<file path="config.mk">
export PLATFORM = sky130hd
export DESIGN_NAME = pfm_pin_mux
export DESIGN_NICKNAME = d
export VERILOG_FILES = /design/src/pfm_pkg.sv /design/src/pfm_pin_mux.sv
export VERILOG_INCLUDE_DIRS = /design/src /design/src/src
export SDC_FILE = /design/constraint.sdc
export NUM_CORES = 1
export LEC_CHECK = 0
export ABC_AREA = 0
export BUFFER_PORTS_ARGS = -buffer_cell sky130_fd_sc_hd__buf_2
export CAP_MARGIN = 20
export CORE_ASPECT_RATIO = 0.6
export CORE_MARGIN = 2
export CORE_UTILIZATION = 35
export CTS_CLUSTER_DIAMETER = 40
export CTS_CLUSTER_SIZE = 14
export DETAILED_ROUTE_END_ITERATION = 12
export PLACE_DENSITY = 0.81
export SYNTH_ARGS = -nofsm -noshare
export SYNTH_HDL_FRONTEND = slang
export SYNTH_SLANG_ARGS = --single-unit
</file>
<file path="constraint.sdc">
create_clock -name i_ref_clk -period 3.5 [get_ports i_ref_clk]
set_clock_uncertainty 0.1 [all_clocks]
set_input_delay 0 -clock i_ref_clk [delete_from_list [all_inputs] [get_ports i_ref_clk]]
set_output_delay 0 -clock i_ref_clk [all_outputs]
set_load 0.01 [all_outputs]
</file>
<file path="src/pfm_regs.svh">
// pin function mux constants: field positions, encodings, timing
`ifndef PFM_REGS_SVH
`define PFM_REGS_SVH
// pin slots inside the pad vectors
`define PFM_PA2 0
`define PFM_PA3 1
`define PFM_PA4 2
`define PFM_PA5 3
`define PFM_PA6 4
`define PFM_PB1 5
`define PFM_NPINS 6
// low bit of each pin's 4-bit configuration field
`define PFM_PA2_POS 8
`define PFM_PA3_POS 12
`define PFM_PA4_POS 0
`define PFM_PA5_POS 4
`define PFM_PA6_POS 8
`define PFM_PB1_POS 4
// timer remap option bits
`define PFM_RMP_CH1 4
`define PFM_RMP_CH2 5
`define PFM_RMP_CH4 7
// channel output enable bits
`define PFM_T2_CH1_OE 0
`define PFM_T2_CH2_OE 1
`define PFM_T2_CH4_OE 3
`define PFM_T1_CH3_OE 2
// spi setup: master role bit
`define PFM_SPI_MASTER 4
// reset values of the pad state
`define PFM_PAD_RST 6'h3F
// settle cycles for the strap sampler after reset release
`define PFM_BOOT_SETTLE 2'h2
`endif

</file>
<file path="src/pfm_pkg.sv">
// pin function mux types
package pfm_pkg;
   // serial controller function select
   typedef enum logic [1:0] {
      PFM_SER_OFF  = 2'h0,
      PFM_SER_UART = 2'h1,
      PFM_SER_SPI  = 2'h2,
      PFM_SER_I2C  = 2'h3
   } pfm_serial_mode_type;
   // per-pin configuration field codes
   typedef enum logic [3:0] {
      PFM_CFG_ANALOG = 4'h0,
      PFM_CFG_OUT    = 4'h1,
      PFM_CFG_IN     = 4'h4,
      PFM_CFG_OUT_OD = 4'h5,
      PFM_CFG_IN_PUD = 4'h8,
      PFM_CFG_ALT    = 4'h9,
      PFM_CFG_ALT_OD = 4'hD
   } pfm_pin_cfg_type;
   // bootloader strap sampler, one-hot
   typedef enum logic [2:0] {
      PFM_BOOT_WAIT  = 3'b001,
      PFM_BOOT_TAKE  = 3'b010,
      PFM_BOOT_DONE  = 3'b100
   } pfm_boot_state_type;
endpackage : pfm_pkg

</file>
<file path="src/pfm_pin_mux.sv">
// pin function multiplexer for port a bits 2..6 and port b bit 1
//
// Behaviour
// - timer2 ch4 on pa2 when unremapped, enabled, alt
// - pa2 feeds timer2 ch4 capture when unremapped
// - serial2 i2c clock open-drain on pa2
// - serial2 spi master clock out on pa2
// - pa2 is serial2 spi slave clock input
// - pa3 is serial2 spi slave select input
// - cpu trace clock on pa3 when enabled
// - timer2 ch2 out and capture on pa3
// - pa4 analog selects adc input 4
// - packet trace frame on pa4, trace off
// - cpu trace bit 2 on pa4, 4-wire
// - pa5 analog selects adc input 5
// - packet trace data on pa5, trace off
// - cpu trace bit 3 on pa5, 4-wire
// - pa5 low at reset requests bootloader
// - timer1 ch3 out and input on pa6
// - serial1 spi data out on pb1
// - serial1 i2c data or uart tx pb1
// - timer2 ch1 on pb1 when remapped
`include "pfm_regs.svh"
`timescale 1ns/1ps
`default_nettype none

module pfm_pin_mux
(
   input  wire logic                         i_ref_clk,
   input  wire logic                         i_external_reset_n,
   // configuration
   input  wire logic [15:0]                  i_port_a_low_pin_config,
   input  wire logic [15:0]                  i_port_a_high_pin_config,
   input  wire logic [15:0]                  i_port_b_low_pin_config,
   input  wire logic [7:0]                   i_timer2_remap_option,
   input  wire logic [3:0]                   i_timer2_channel_output_enables,
   input  wire logic [3:0]                   i_timer1_channel_output_enables,
   input  wire pfm_pkg::pfm_serial_mode_type i_serial1_function_select,
   input  wire pfm_pkg::pfm_serial_mode_type i_serial2_function_select,
   input  wire logic [7:0]                   i_serial1_spi_setup,
   input  wire logic [7:0]                   i_serial2_spi_setup,
   input  wire logic                         i_trace_enable,
   input  wire logic                         i_trace_4wire,
   // function outputs from on-chip peripherals
   input  wire logic [5:0]                   i_gpio_out,
   input  wire logic                         i_timer2_channel1,
   input  wire logic                         i_timer2_channel2,
   input  wire logic                         i_timer2_channel4,
   input  wire logic                         i_timer1_channel3,
   input  wire logic                         i_serial2_i2c_clock,
   input  wire logic                         i_serial2_spi_clock,
   input  wire logic                         i_cpu_trace_clock,
   input  wire logic                         i_cpu_trace_bit2,
   input  wire logic                         i_cpu_trace_bit3,
   input  wire logic                         i_packet_trace_frame,
   input  wire logic                         i_packet_trace_serial_data,
   input  wire logic                         i_serial1_spi_master_out,
   input  wire logic                         i_serial1_spi_slave_out,
   input  wire logic                         i_serial1_i2c_data,
   input  wire logic                         i_serial1_uart_transmit,
   // pads
   input  wire logic [5:0]                   i_pin,
   output logic      [5:0]                   o_pin,
   output logic      [5:0]                   o_pin_oe_n,
   // function inputs to peripherals
   output logic      [5:0]                   o_gpio_in,
   output logic                              o_timer2_channel4,
   output logic                              o_timer2_channel2,
   output logic                              o_timer1_channel3,
   output logic                              o_serial2_spi_clock,
   output logic                              o_serial2_spi_select_n,
   output logic                              o_analog_input_4,
   output logic                              o_analog_input_5,
   output logic                              o_bootloader_request
);
   import pfm_pkg::*;

   // ***********************************************************
   // field decoding
   // ***********************************************************

   // true for either alternate output code
   function automatic logic is_alt(input logic [3:0] f);
   begin
      is_alt = (f == PFM_CFG_ALT) || (f == PFM_CFG_ALT_OD);
   end
   endfunction : is_alt

   // true for either plain output code
   function automatic logic is_gpo(input logic [3:0] f);
   begin
      is_gpo = (f == PFM_CFG_OUT) || (f == PFM_CFG_OUT_OD);
   end
   endfunction : is_gpo

   // true for the open-drain codes
   function automatic logic is_od(input logic [3:0] f);
   begin
      is_od = (f == PFM_CFG_OUT_OD) || (f == PFM_CFG_ALT_OD);
   end
   endfunction : is_od

   logic [3:0] cfg [5:0];

   // each pin's configuration field
   assign cfg[`PFM_PA2] = i_port_a_low_pin_config[`PFM_PA2_POS +: 4];
   assign cfg[`PFM_PA3] = i_port_a_low_pin_config[`PFM_PA3_POS +: 4];
   assign cfg[`PFM_PA4] = i_port_a_high_pin_config[`PFM_PA4_POS +: 4];
   assign cfg[`PFM_PA5] = i_port_a_high_pin_config[`PFM_PA5_POS +: 4];
   assign cfg[`PFM_PA6] = i_port_a_high_pin_config[`PFM_PA6_POS +: 4];
   assign cfg[`PFM_PB1] = i_port_b_low_pin_config[`PFM_PB1_POS +: 4];

   // ***********************************************************
   // pad input synchroniser
   // ***********************************************************

   logic [5:0] pin_meta_q;
   logic [5:0] pin_sync_q;

   // pads are asynchronous to the core clock; idle high
   always_ff @(posedge i_ref_clk or negedge i_external_reset_n)
   begin
      if (!i_external_reset_n)
      begin
         pin_meta_q <= `PFM_PAD_RST;
         pin_sync_q <= `PFM_PAD_RST;
      end
      else
      begin
         pin_meta_q <= i_pin;
         pin_sync_q <= pin_meta_q;
      end
   end

   // ***********************************************************
   // output selection
   // ***********************************************************

   logic       t2c4_on;
   logic       t2c2_on;
   logic       t2c1_on;
   logic       ser2_spi;
   logic       ser2_mst;
   logic       ser1_spi;
   logic       ser1_mst;
   logic       alt_en  [5:0];
   logic       alt_val [5:0];

   // timer channel claims (remap bit decides the pad)
   assign t2c4_on = !i_timer2_remap_option[`PFM_RMP_CH4] &&
                    i_timer2_channel_output_enables[`PFM_T2_CH4_OE];
   assign t2c2_on = !i_timer2_remap_option[`PFM_RMP_CH2] &&
                    i_timer2_channel_output_enables[`PFM_T2_CH2_OE];
   assign t2c1_on = i_timer2_remap_option[`PFM_RMP_CH1] &&
                    i_timer2_channel_output_enables[`PFM_T2_CH1_OE];
   assign ser2_spi = i_serial2_function_select == PFM_SER_SPI;
   assign ser2_mst = i_serial2_spi_setup[`PFM_SPI_MASTER];
   assign ser1_spi = i_serial1_function_select == PFM_SER_SPI;
   assign ser1_mst = i_serial1_spi_setup[`PFM_SPI_MASTER];

   // pa2: timer first, then serial2 i2c or spi master clock
   always_comb
   begin
      alt_en[`PFM_PA2]  = 1'b0;
      alt_val[`PFM_PA2] = 1'b1;
      if (t2c4_on)
      begin
         alt_en[`PFM_PA2]  = 1'b1;
         alt_val[`PFM_PA2] = i_timer2_channel4;
      end
      else if (i_serial2_function_select == PFM_SER_I2C)
      begin
         alt_en[`PFM_PA2]  = 1'b1;
         alt_val[`PFM_PA2] = i_serial2_i2c_clock;
      end
      else if (ser2_spi && ser2_mst)
      begin
         alt_en[`PFM_PA2]  = 1'b1;
         alt_val[`PFM_PA2] = i_serial2_spi_clock;
      end
   end

   // pa3: timer first, then the trace clock
   always_comb
   begin
      alt_en[`PFM_PA3]  = 1'b0;
      alt_val[`PFM_PA3] = 1'b1;
      if (t2c2_on)
      begin
         alt_en[`PFM_PA3]  = 1'b1;
         alt_val[`PFM_PA3] = i_timer2_channel2;
      end
      else if (i_trace_enable)
      begin
         alt_en[`PFM_PA3]  = 1'b1;
         alt_val[`PFM_PA3] = i_cpu_trace_clock;
      end
   end

   // pa4/pa5: packet trace when cpu trace is off, else 4-wire data in 4-wire mode only
   always_comb
   begin
      alt_en[`PFM_PA4]  = 1'b0;
      alt_val[`PFM_PA4] = 1'b1;
      alt_en[`PFM_PA5]  = 1'b0;
      alt_val[`PFM_PA5] = 1'b1;
      if (!i_trace_enable)
      begin
         alt_en[`PFM_PA4]  = 1'b1;
         alt_val[`PFM_PA4] = i_packet_trace_frame;
         alt_en[`PFM_PA5]  = 1'b1;
         alt_val[`PFM_PA5] = i_packet_trace_serial_data;
      end
      else if (i_trace_4wire)
      begin
         alt_en[`PFM_PA4]  = 1'b1;
         alt_val[`PFM_PA4] = i_cpu_trace_bit2;
         alt_en[`PFM_PA5]  = 1'b1;
         alt_val[`PFM_PA5] = i_cpu_trace_bit3;
      end
   end

   // pa6: timer 1 channel 3 only; procedural like the other slots so
   // the arrays keep a single kind of driver
   always_comb
   begin
      alt_en[`PFM_PA6]  =
         i_timer1_channel_output_enables[`PFM_T1_CH3_OE];
      alt_val[`PFM_PA6] = i_timer1_channel3;
   end

   // pb1: remapped timer first, then serial1 per mode
   always_comb
   begin
      alt_en[`PFM_PB1]  = 1'b0;
      alt_val[`PFM_PB1] = 1'b1;
      if (t2c1_on)
      begin
         alt_en[`PFM_PB1]  = 1'b1;
         alt_val[`PFM_PB1] = i_timer2_channel1;
      end
      else if (ser1_spi)
      begin
         alt_en[`PFM_PB1]  = 1'b1;
         alt_val[`PFM_PB1] = ser1_mst ? i_serial1_spi_master_out
                                      : i_serial1_spi_slave_out;
      end
      else if (i_serial1_function_select == PFM_SER_I2C)
      begin
         alt_en[`PFM_PB1]  = 1'b1;
         alt_val[`PFM_PB1] = i_serial1_i2c_data;
      end
      else if (i_serial1_function_select == PFM_SER_UART)
      begin
         alt_en[`PFM_PB1]  = 1'b1;
         alt_val[`PFM_PB1] = i_serial1_uart_transmit;
      end
   end

   // ***********************************************************
   // pad drivers
   // ***********************************************************

   genvar g;
   generate
      for (g = 0; g < `PFM_NPINS; g = g + 1)
      begin : g_pad
         logic drv;
         logic val;
         // alternate code hands the pad to the function, else gpio
         always_comb
         begin
            drv = 1'b0;
            val = 1'b1;
            if (is_alt(cfg[g]))
            begin
               drv = alt_en[g];
               val = alt_val[g];
            end
            else if (is_gpo(cfg[g]))
            begin
               drv = 1'b1;
               val = i_gpio_out[g];
            end
         end
         // open drain only pulls low; analog codes never drive
         always_ff @(posedge i_ref_clk or negedge i_external_reset_n)
         begin
            if (!i_external_reset_n)
            begin
               o_pin[g]      <= 1'b1;
               o_pin_oe_n[g] <= 1'b1;
            end
            else
            begin
               o_pin[g]      <= val;
               o_pin_oe_n[g] <= !(drv && !(is_od(cfg[g]) && val));
            end
         end
      end
   endgenerate

   // ***********************************************************
   // function inputs
   // ***********************************************************

   // analog pa4/pa5 read zero so no digital logic toggles on them
   always_ff @(posedge i_ref_clk or negedge i_external_reset_n)
   begin
      if (!i_external_reset_n)
      begin
         o_gpio_in        <= 6'h0;
         o_analog_input_4 <= 1'b0;
         o_analog_input_5 <= 1'b0;
      end
      else
      begin
         o_gpio_in <= pin_sync_q;
         o_gpio_in[`PFM_PA4] <= (cfg[`PFM_PA4] != PFM_CFG_ANALOG) &&
                                pin_sync_q[`PFM_PA4];
         o_gpio_in[`PFM_PA5] <= (cfg[`PFM_PA5] != PFM_CFG_ANALOG) &&
                                pin_sync_q[`PFM_PA5];
         o_analog_input_4 <= cfg[`PFM_PA4] == PFM_CFG_ANALOG;
         o_analog_input_5 <= cfg[`PFM_PA5] == PFM_CFG_ANALOG;
      end
   end

   // capture inputs follow the remap; read low when remapped away
   always_ff @(posedge i_ref_clk or negedge i_external_reset_n)
   begin
      if (!i_external_reset_n)
      begin
         o_timer2_channel4 <= 1'b0;
         o_timer2_channel2 <= 1'b0;
         o_timer1_channel3 <= 1'b0;
      end
      else
      begin
         o_timer2_channel4 <= !i_timer2_remap_option[`PFM_RMP_CH4] &&
                              pin_sync_q[`PFM_PA2];
         o_timer2_channel2 <= !i_timer2_remap_option[`PFM_RMP_CH2] &&
                              pin_sync_q[`PFM_PA3];
         o_timer1_channel3 <= pin_sync_q[`PFM_PA6];
      end
   end

   // spi slave inputs only in slave role; select idles inactive
   always_ff @(posedge i_ref_clk or negedge i_external_reset_n)
   begin
      if (!i_external_reset_n)
      begin
         o_serial2_spi_clock    <= 1'b0;
         o_serial2_spi_select_n <= 1'b1;
      end
      else
      begin
         o_serial2_spi_clock <= ser2_spi && !ser2_mst &&
                                pin_sync_q[`PFM_PA2];
         o_serial2_spi_select_n <= !(ser2_spi && !ser2_mst) ||
                                   pin_sync_q[`PFM_PA3];
      end
   end

   // ***********************************************************
   // bootloader strap
   // ***********************************************************

   pfm_boot_state_type boot_q;
   logic [1:0]         boot_cnt_q;

   // wait until the synchroniser holds real pad data, then latch
   always_ff @(posedge i_ref_clk or negedge i_external_reset_n)
   begin
      if (!i_external_reset_n)
      begin
         boot_q     <= PFM_BOOT_WAIT;
         boot_cnt_q <= 2'h0;
      end
      else
      begin
         case (boot_q)
            PFM_BOOT_WAIT:
            begin
               boot_cnt_q <= boot_cnt_q + 2'h1;
               if (boot_cnt_q == `PFM_BOOT_SETTLE - 2'h1)
                  boot_q <= PFM_BOOT_TAKE;
            end
            PFM_BOOT_TAKE:
               boot_q <= PFM_BOOT_DONE;
            PFM_BOOT_DONE:
               boot_q <= PFM_BOOT_DONE;
            default:
               boot_q <= PFM_BOOT_WAIT;
         endcase
      end
   end

   // one sample only; later pad activity on pa5 is ignored
   always_ff @(posedge i_ref_clk or negedge i_external_reset_n)
   begin
      if (!i_external_reset_n)
         o_bootloader_request <= 1'b0;
      else if (boot_q == PFM_BOOT_TAKE)
         o_bootloader_request <= !pin_sync_q[`PFM_PA5];
   end

endmodule : pfm_pin_mux
`default_nettype wire

</file>
==> results of run 1 <==
==> per-layer routing <==
metal	vias to the layer above	share of wire, %
li1	735	-
met1	684	41
met2	55	51
met3	7	7.6
met4	0	1.1
met5	-	0
==> logic make-up (layout without fill, tap and decap cells) <==
kind of cell / count (synthesis) / after routing / share of synthesized area, %
simple gates: 48 / 48 / 17.1
flops: 42 / 42 / 65.0
compound gates: 18 / 18 / 7.66
xor+xnor: 1 / 1 / 0.526
buf+inv: 10 / 155 / 2.48
fa+ha+maj: 1 / 1 / 0.751
mux: 9 / 9 / 6.46
==> what timing repair did <==
action / in CTS / in global routing
buffers inserted: 0 / 0
hold endpoints to repair: 42 / 0
hold buffers: 45 / 0
setup endpoints to repair: 0 / 0
==> worst max-delay path by stage <==
stage                                   end  slack, ns
finish              o_pin_oe_n[5]$_DFF_PN1_       1.40
global route        o_pin_oe_n[5]$_DFF_PN1_       1.29
CTS                 o_pin_oe_n[5]$_DFF_PN1_       1.45
detailed placement    boot_q[0]$_DFFE_PN1P_       2.12
global placement      boot_q[0]$_DFFE_PN1P_       2.12
floorplan             boot_q[0]$_DFFE_PN1P_       2.22
==> per-stage QoR <==
| stage | total power [mW] | instance area (um2) | setup WS [ns] |
|---|---|---|---|
| after CTS | 1.08 | 2770 | 1.45 |
| after global placement | 0.647 | 2200 | 2.12 |
| after floorplan | 0.576 | 1670 | 2.22 |
| final | 1.07 | 2770 | 1.40 |
| after detailed placement | 0.650 | 2200 | 2.12 |
| after global routing | 1.12 | 2770 | 1.29 |
==> state kept, by name, indices dropped and copies added (netlist names) <==
register                cells
o_analog_input_4            1
pin_sync_q                  6
boot_cnt_q                  2
o_analog_input_5            1
pin_meta_q                  6
o_timer2_channel2           1
o_bootloader_request        1
o_pin_oe_n                  6
o_serial2_spi_select_n      1
boot_q                      3
o_timer2_channel4           1
o_pin                       6
o_gpio_in                   6
o_serial2_spi_clock         1
==> synth_stat cells, drive strengths merged <==
library cell / n / area share [%]
inv: 9 / 2.0
mux2i: 8 / 5.6
o31ai: 1 / 0.45
nor2b: 9 / 3.4
o211ai: 1 / 0.45
a31oi: 2 / 0.75
buf: 1 / 0.45
ha: 1 / 0.75
dfstp: 26 / 41
nand3b: 3 / 1.4
nor2: 6 / 1.4
o2111ai: 2 / 1.1
nand2b: 7 / 3.5
o22a: 1 / 0.53
o21a: 1 / 0.45
or3b: 1 / 0.53
nor3: 4 / 1.2
xor2: 1 / 0.53
and2: 1 / 0.38
a22oi: 1 / 0.45
o221a: 1 / 0.68
nand4b: 1 / 0.53
o31a: 1 / 0.53
nand3: 4 / 1.2
a21oi: 3 / 0.90
nor4: 2 / 0.75
o221ai: 1 / 0.53
nor3b: 1 / 0.45
nor4b: 1 / 0.53
nand2: 7 / 1.6
dfrtp: 16 / 24
and3: 1 / 0.38
mux2: 1 / 0.90
o21ai: 3 / 0.90
==> tightest hold or removal path: stages <==
cell and delay, ns:
buf_2 0.12, nor2b_1 0.13, or3b_1 0.12
==> where the power goes <==
part | leakage [nW] | switching [mW] | internal, mW
registers | 0.468 | 0.00589 | 0.517
clock network | 0.0585 | 0.153 | 0.233
logic | 0.785 | 0.0667 | 0.0905
==> cell type report <==
| cell class | instances | share of cell area, % |
|---|---|---|
| flip-flops and latches | 42 | 39.1 |
| multi-input cells | 77 | 19.6 |
| clock buffers | 7 | 3.12 |
| repair buffers | 138 | 33.1 |
| well taps | 63 | 2.85 |
| clock inverters | 1 | 1.08 |
| inverters | 9 | 1.22 |
==> results.json, run 1 <==
{
  "status": "complete, no violations",
  "dp_hpwl_um": 2550,
  "yosysSeqAreaShare_pct": 65.0,
  "syn_to_final_growth_pct": 66.2,
  "cts_made_buffers": 5,
  "die_h_um": 57.5,
  "yosys_register_bits": 42,
  "final_antenna_net_count": 0,
  "crit_type": "input pin to flip-flop",
  "multiInputGateArea_um2": 542,
  "cts_tree": "yes",
  "gp_congestion": 0.712,
  "dp_cells": 284,
  "worstPathArrival_ns": 2.21,
  "slowest_stage": "dlygate4sd3_1",
  "core_um2": 4590,
  "use_met3_pct": 5.15,
  "grt-ovfl-total": 0,
  "first_global_vias": 1545,
  "rrSetupSlack_ns": 2.11,
  "min-delay-start": "i_port_a_low_pin_config[11]",
  "cp.depth": 8,
  "cp_cell_sequence": "dlygate4sd3_1, buf_2, o21a_1, nor2_1, o31a_1, dlygate4sd3_1, nor3_1, dlygate4sd3_1",
  "dieArea_um2": 5350,
  "syn_nets": 245,
  "regArea_um2": 1080,
  "worst_ir_drop_vdd_v": 0.000301,
  "slew_violations": 0,
  "fillers": 383,
  "drt_iter0_drc": 37,
  "crit_fanout": 2,
  "whs_endpoint": "o_pin[0]$_DFF_PN1_",
  "final_common_cell": "buf_2",
  "cp-startpoint": "i_gpio_out[5]",
  "io_pins": 141,
  "reg2reg_depth": 3,
  "clock_tree.root_cell": "clkbuf_8",
  "fin_nets": 389,
  "viasPerCell": 4.39,
  "busiest_layer": "met2",
  "min_path_cells": 3,
  "cp_num_buf_inv": 4,
  "required_ns": 3.61,
  "end_kind": "flip-flop",
  "cts_sinks": 42,
  "grtUsageMet1_pct": 17.3,
  "rows": 19,
  "num_vias": 1481,
  "fmaxAchievable_mhz": 476,
  "clkTransAtPathRegs_ns": 0.07,
  "finalSetupViolCount": 0,
  "first_pass_iters": 4,
  "ys_warn_count": 0,
  "dieWidth_um": 93.1,
  "slowest_delay_ns": 0.57,
  "maxSlewHeadroom_pct": 41.4,
  "final-hold-violation-count": 0,
  "port_buffers": 93,
  "cts_buffer_depth": 2,
  "hold_path_class": "input pin to flip-flop",
  "clk_latency_ns": 0.28,
  "path_delay_family": "buffers and inverters",
  "holdWs_ns": 0.0211,
  "grt_antenna_before_repair": 0,
  "final_cell_mix": "buf_2, dlygate4sd3_1, dfstp_2, dfrtp_1",
  "grt_max_degree": 43,
  "rr_startpoint": "boot_q[0]$_DFFE_PN1P_",
  "rsz0062_at_grt": "false",
  "syn-cell-area_um2": 1670,
  "worstReg2RegEnd": "boot_q[0]$_DFFE_PN1P_",
  "use_met2_pct": 30.7,
  "synth_area_per_cell_um2": 12.9,
  "cp_common_cell": "dlygate4sd3_1",
  "powerDensity_nw_per_um2": 385,
  "stdcell_count": 337,
  "routed_wirelength_um": 4030,
  "diodes": 0,
  "grt_pass1_wl_um": 6640,
  "utilization_pct": 60.4,
  "worstMarginPinSlew_ns": 0.879,
  "synth_cells": 129,
  "min_period_ns": 2.10,
  "p_leak_nw": 1.31,
  "start_util_pct": 36.3,
  "drc": 0,
  "grtUsageTotal_pct": 16.1,
  "fin_tns_setup_ns": 0,
  "ctsResizeCount": 0,
  "drive_above_1_share_pct": 47.8,
  "yosysUniqueCellTypes": 36,
  "routedWlPerCell_um": 12.0,
  "start_kind": "input pin",
  "fin_crit_sh_pct": 60.0,
  "drv_cap": 0,
  "h-tree-depth": 2
}
(Power assumes the default switching activity.)
==> inputs of run 2 (changes only) <==
==> constraint.sdc (replaced) <==
create_clock -name i_ref_clk -period 1.95 [get_ports i_ref_clk]
set_clock_uncertainty 0.1 [all_clocks]
set_input_delay 0 -clock i_ref_clk [delete_from_list [all_inputs] [get_ports i_ref_clk]]
set_output_delay 0 -clock i_ref_clk [all_outputs]
set_load 0.01 [all_outputs]
==> run 2 against run 1 <==
Count of clock-buffer cells in the layout is the same. Non-clock buffer count shrank 1. Highest routed layer unchanged. Global-route usage shrank 1.1 points. Core utilization shrank 0.44 points. Setup slack lost 1.4 ns. Largest cell class unchanged. Sequential share of layout area grew 0.28 points.
==> results.json, run 2 (synthesis gave the netlist of run 1 again) <==
{
  "status": "complete, no violations",
  "slew_violations": 0,
  "powerDensity_nw_per_um2": 679,
  "grtUsageTotal_pct": 15.0,
  "final_cell_mix": "buf_2, dlygate4sd3_1, dfstp_2, dfrtp_1",
  "viasPerCell": 4.48,
  "required_ns": 2.06,
  "clock_tree.root_cell": "clkbuf_8",
  "fin_nets": 388,
  "rows": 19,
  "grt_max_degree": 43,
  "core_um2": 4590,
  "grt_antenna_before_repair": 0,
  "syn_to_final_growth_pct": 65.0,
  "rrSetupSlack_ns": 0.56,
  "first_global_vias": 1566,
  "p_total_mw": 1.87,
  "finalSetupViolCount": 0,
  "rr_startpoint": "boot_q[0]$_DFFE_PN1P_",
  "cp-startpoint": "i_port_a_low_pin_config[9]",
  "fillers": 380,
  "first_pass_iters": 4,
  "h-tree-depth": 2,
  "min_period_ns": 1.91,
  "worst_ir_drop_vdd_v": 0.000423,
  "worstReg2RegEnd": "boot_q[0]$_DFFE_PN1P_",
  "drive_above_1_share_pct": 47.6,
  "fmaxAchievable_mhz": 523,
  "clkTransAtPathRegs_ns": 0.07,
  "port_buffers": 93,
  "rsz0062_at_grt": "false",
  "fin_crit_sh_pct": 98.0,
  "diodes": 0,
  "p_leak_nw": 1.30,
  "ctsResizeCount": 0,
  "routed_wirelength_um": 3920,
  "crit_fanout": 2,
  "maxSlewHeadroom_pct": 40.6,
  "io_pins": 141,
  "gp_congestion": 0.719,
  "multiInputGateArea_um2": 542,
  "num_vias": 1506,
  "hold_path_class": "input pin to flip-flop",
  "final_antenna_net_count": 0,
  "die_h_um": 57.5,
  "grt_pass1_wl_um": 6280,
  "cts_sinks": 42,
  "start_util_pct": 36.3,
  "crit_end": "o_pin_oe_n[0]$_DFF_PN1_",
  "dp_hpwl_um": 2690,
  "drv_cap": 0,
  "crit_type": "input pin to flip-flop",
  "end_kind": "flip-flop",
  "drc": 0,
  "worstPathArrival_ns": 2.02,
  "worstMarginPinSlew_ns": 0.891,
  "start_kind": "input pin",
  "dieWidth_um": 93.1,
  "dieArea_um2": 5350,
  "final_common_cell": "buf_2",
  "grt-ovfl-total": 0,
  "clk_latency_ns": 0.28,
  "cts_tree": "yes",
  "drt_iter0_drc": 52,
  "cts_buffer_depth": 2,
  "regArea_um2": 1080,
  "fin_tns_setup_ns": 0,
  "reg2reg_depth": 3,
  "final-hold-violation-count": 0,
  "cts_made_buffers": 5,
  "routedWlPerCell_um": 11.7
}
## run 2: layout make-up
cell class,instances,area share (%)
clock buffer,7,2.78
sequential,42,39.4
tap,63,2.87
timing repair buffer,137,32.9
inverter,9,1.23
clock inverter,1,1.09
multi-input combinational,77,19.7
## run 2: worst max-delay path: stages
cell and delay (ns):
dlygate4sd3_1 0.53, buf_2 0.12, nor2b_1 0.13, dlygate4sd3_1 0.58
o211ai_1 0.09, dlygate4sd3_1 0.57
## run 2: worst min path at each step
| stage | startpoint | endpoint | depth (start not counted) |
|---|---|---|---|
| 6_report | i_port_a_low_pin_config[8] | o_pin[0]$_DFF_PN1_ | 3 |
| 5_1_grt | i_port_a_low_pin_config[8] | o_pin[0]$_DFF_PN1_ | 3 |
| 2_1_floorplan | i_external_reset_n | boot_cnt_q[0]$_DFFE_PN0P_ | 0 |
| 3_5_place_dp | i_pin[5] | pin_meta_q[5]$_DFF_PN1_ | 1 |
| 3_3_place_gp | i_pin[4] | pin_meta_q[4]$_DFF_PN1_ | 1 |
| 4_1_cts | i_port_a_low_pin_config[8] | o_pin[0]$_DFF_PN1_ | 3 |
## run 2: power breakdown
part / total (mW) / leakage [nW] / switching, mW / internal [mW]
sequential: 0.938 / 0.468 / 0.0102 / 0.928
clock: 0.650 / 0.0524 / 0.267 / 0.383
combinational: 0.280 / 0.781 / 0.118 / 0.161
## run 2: metal layers
layer / share of wire [%] / track usage [%]
met5: 0 / 0
met2: 50 / 28.0
met4: 1.2 / 4.41
met1: 40 / 16.2
met3: 8.8 / 5.55
## run 2: stage by stage
stage | hold WS [ns] | utilization, % | std cells | setup slack (ns) | cell area [um2]
2_1_floorplan | -0.396 | - | 129 | 0.670 | 1670
3_3_place_gp | 0.00565 | 48.0 | 284 | 0.571 | 2200
3_5_place_dp | 0.00629 | 48.0 | 284 | 0.566 | 2200
4_1_cts | 0.0123 | 59.9 | 336 | 0.0673 | 2750
5_1_grt | 0.0221 | 59.9 | 336 | 0.00584 | 2750
6_report | 0.0286 | 59.9 | 336 | 0.0383 | 2750
## run 2: what timing repair did
action                                 CTS  global route
setup endpoints to repair                0             0
endpoints found under the hold margin   42             0
buffers inserted                         0             0
hold buffers                            44             0
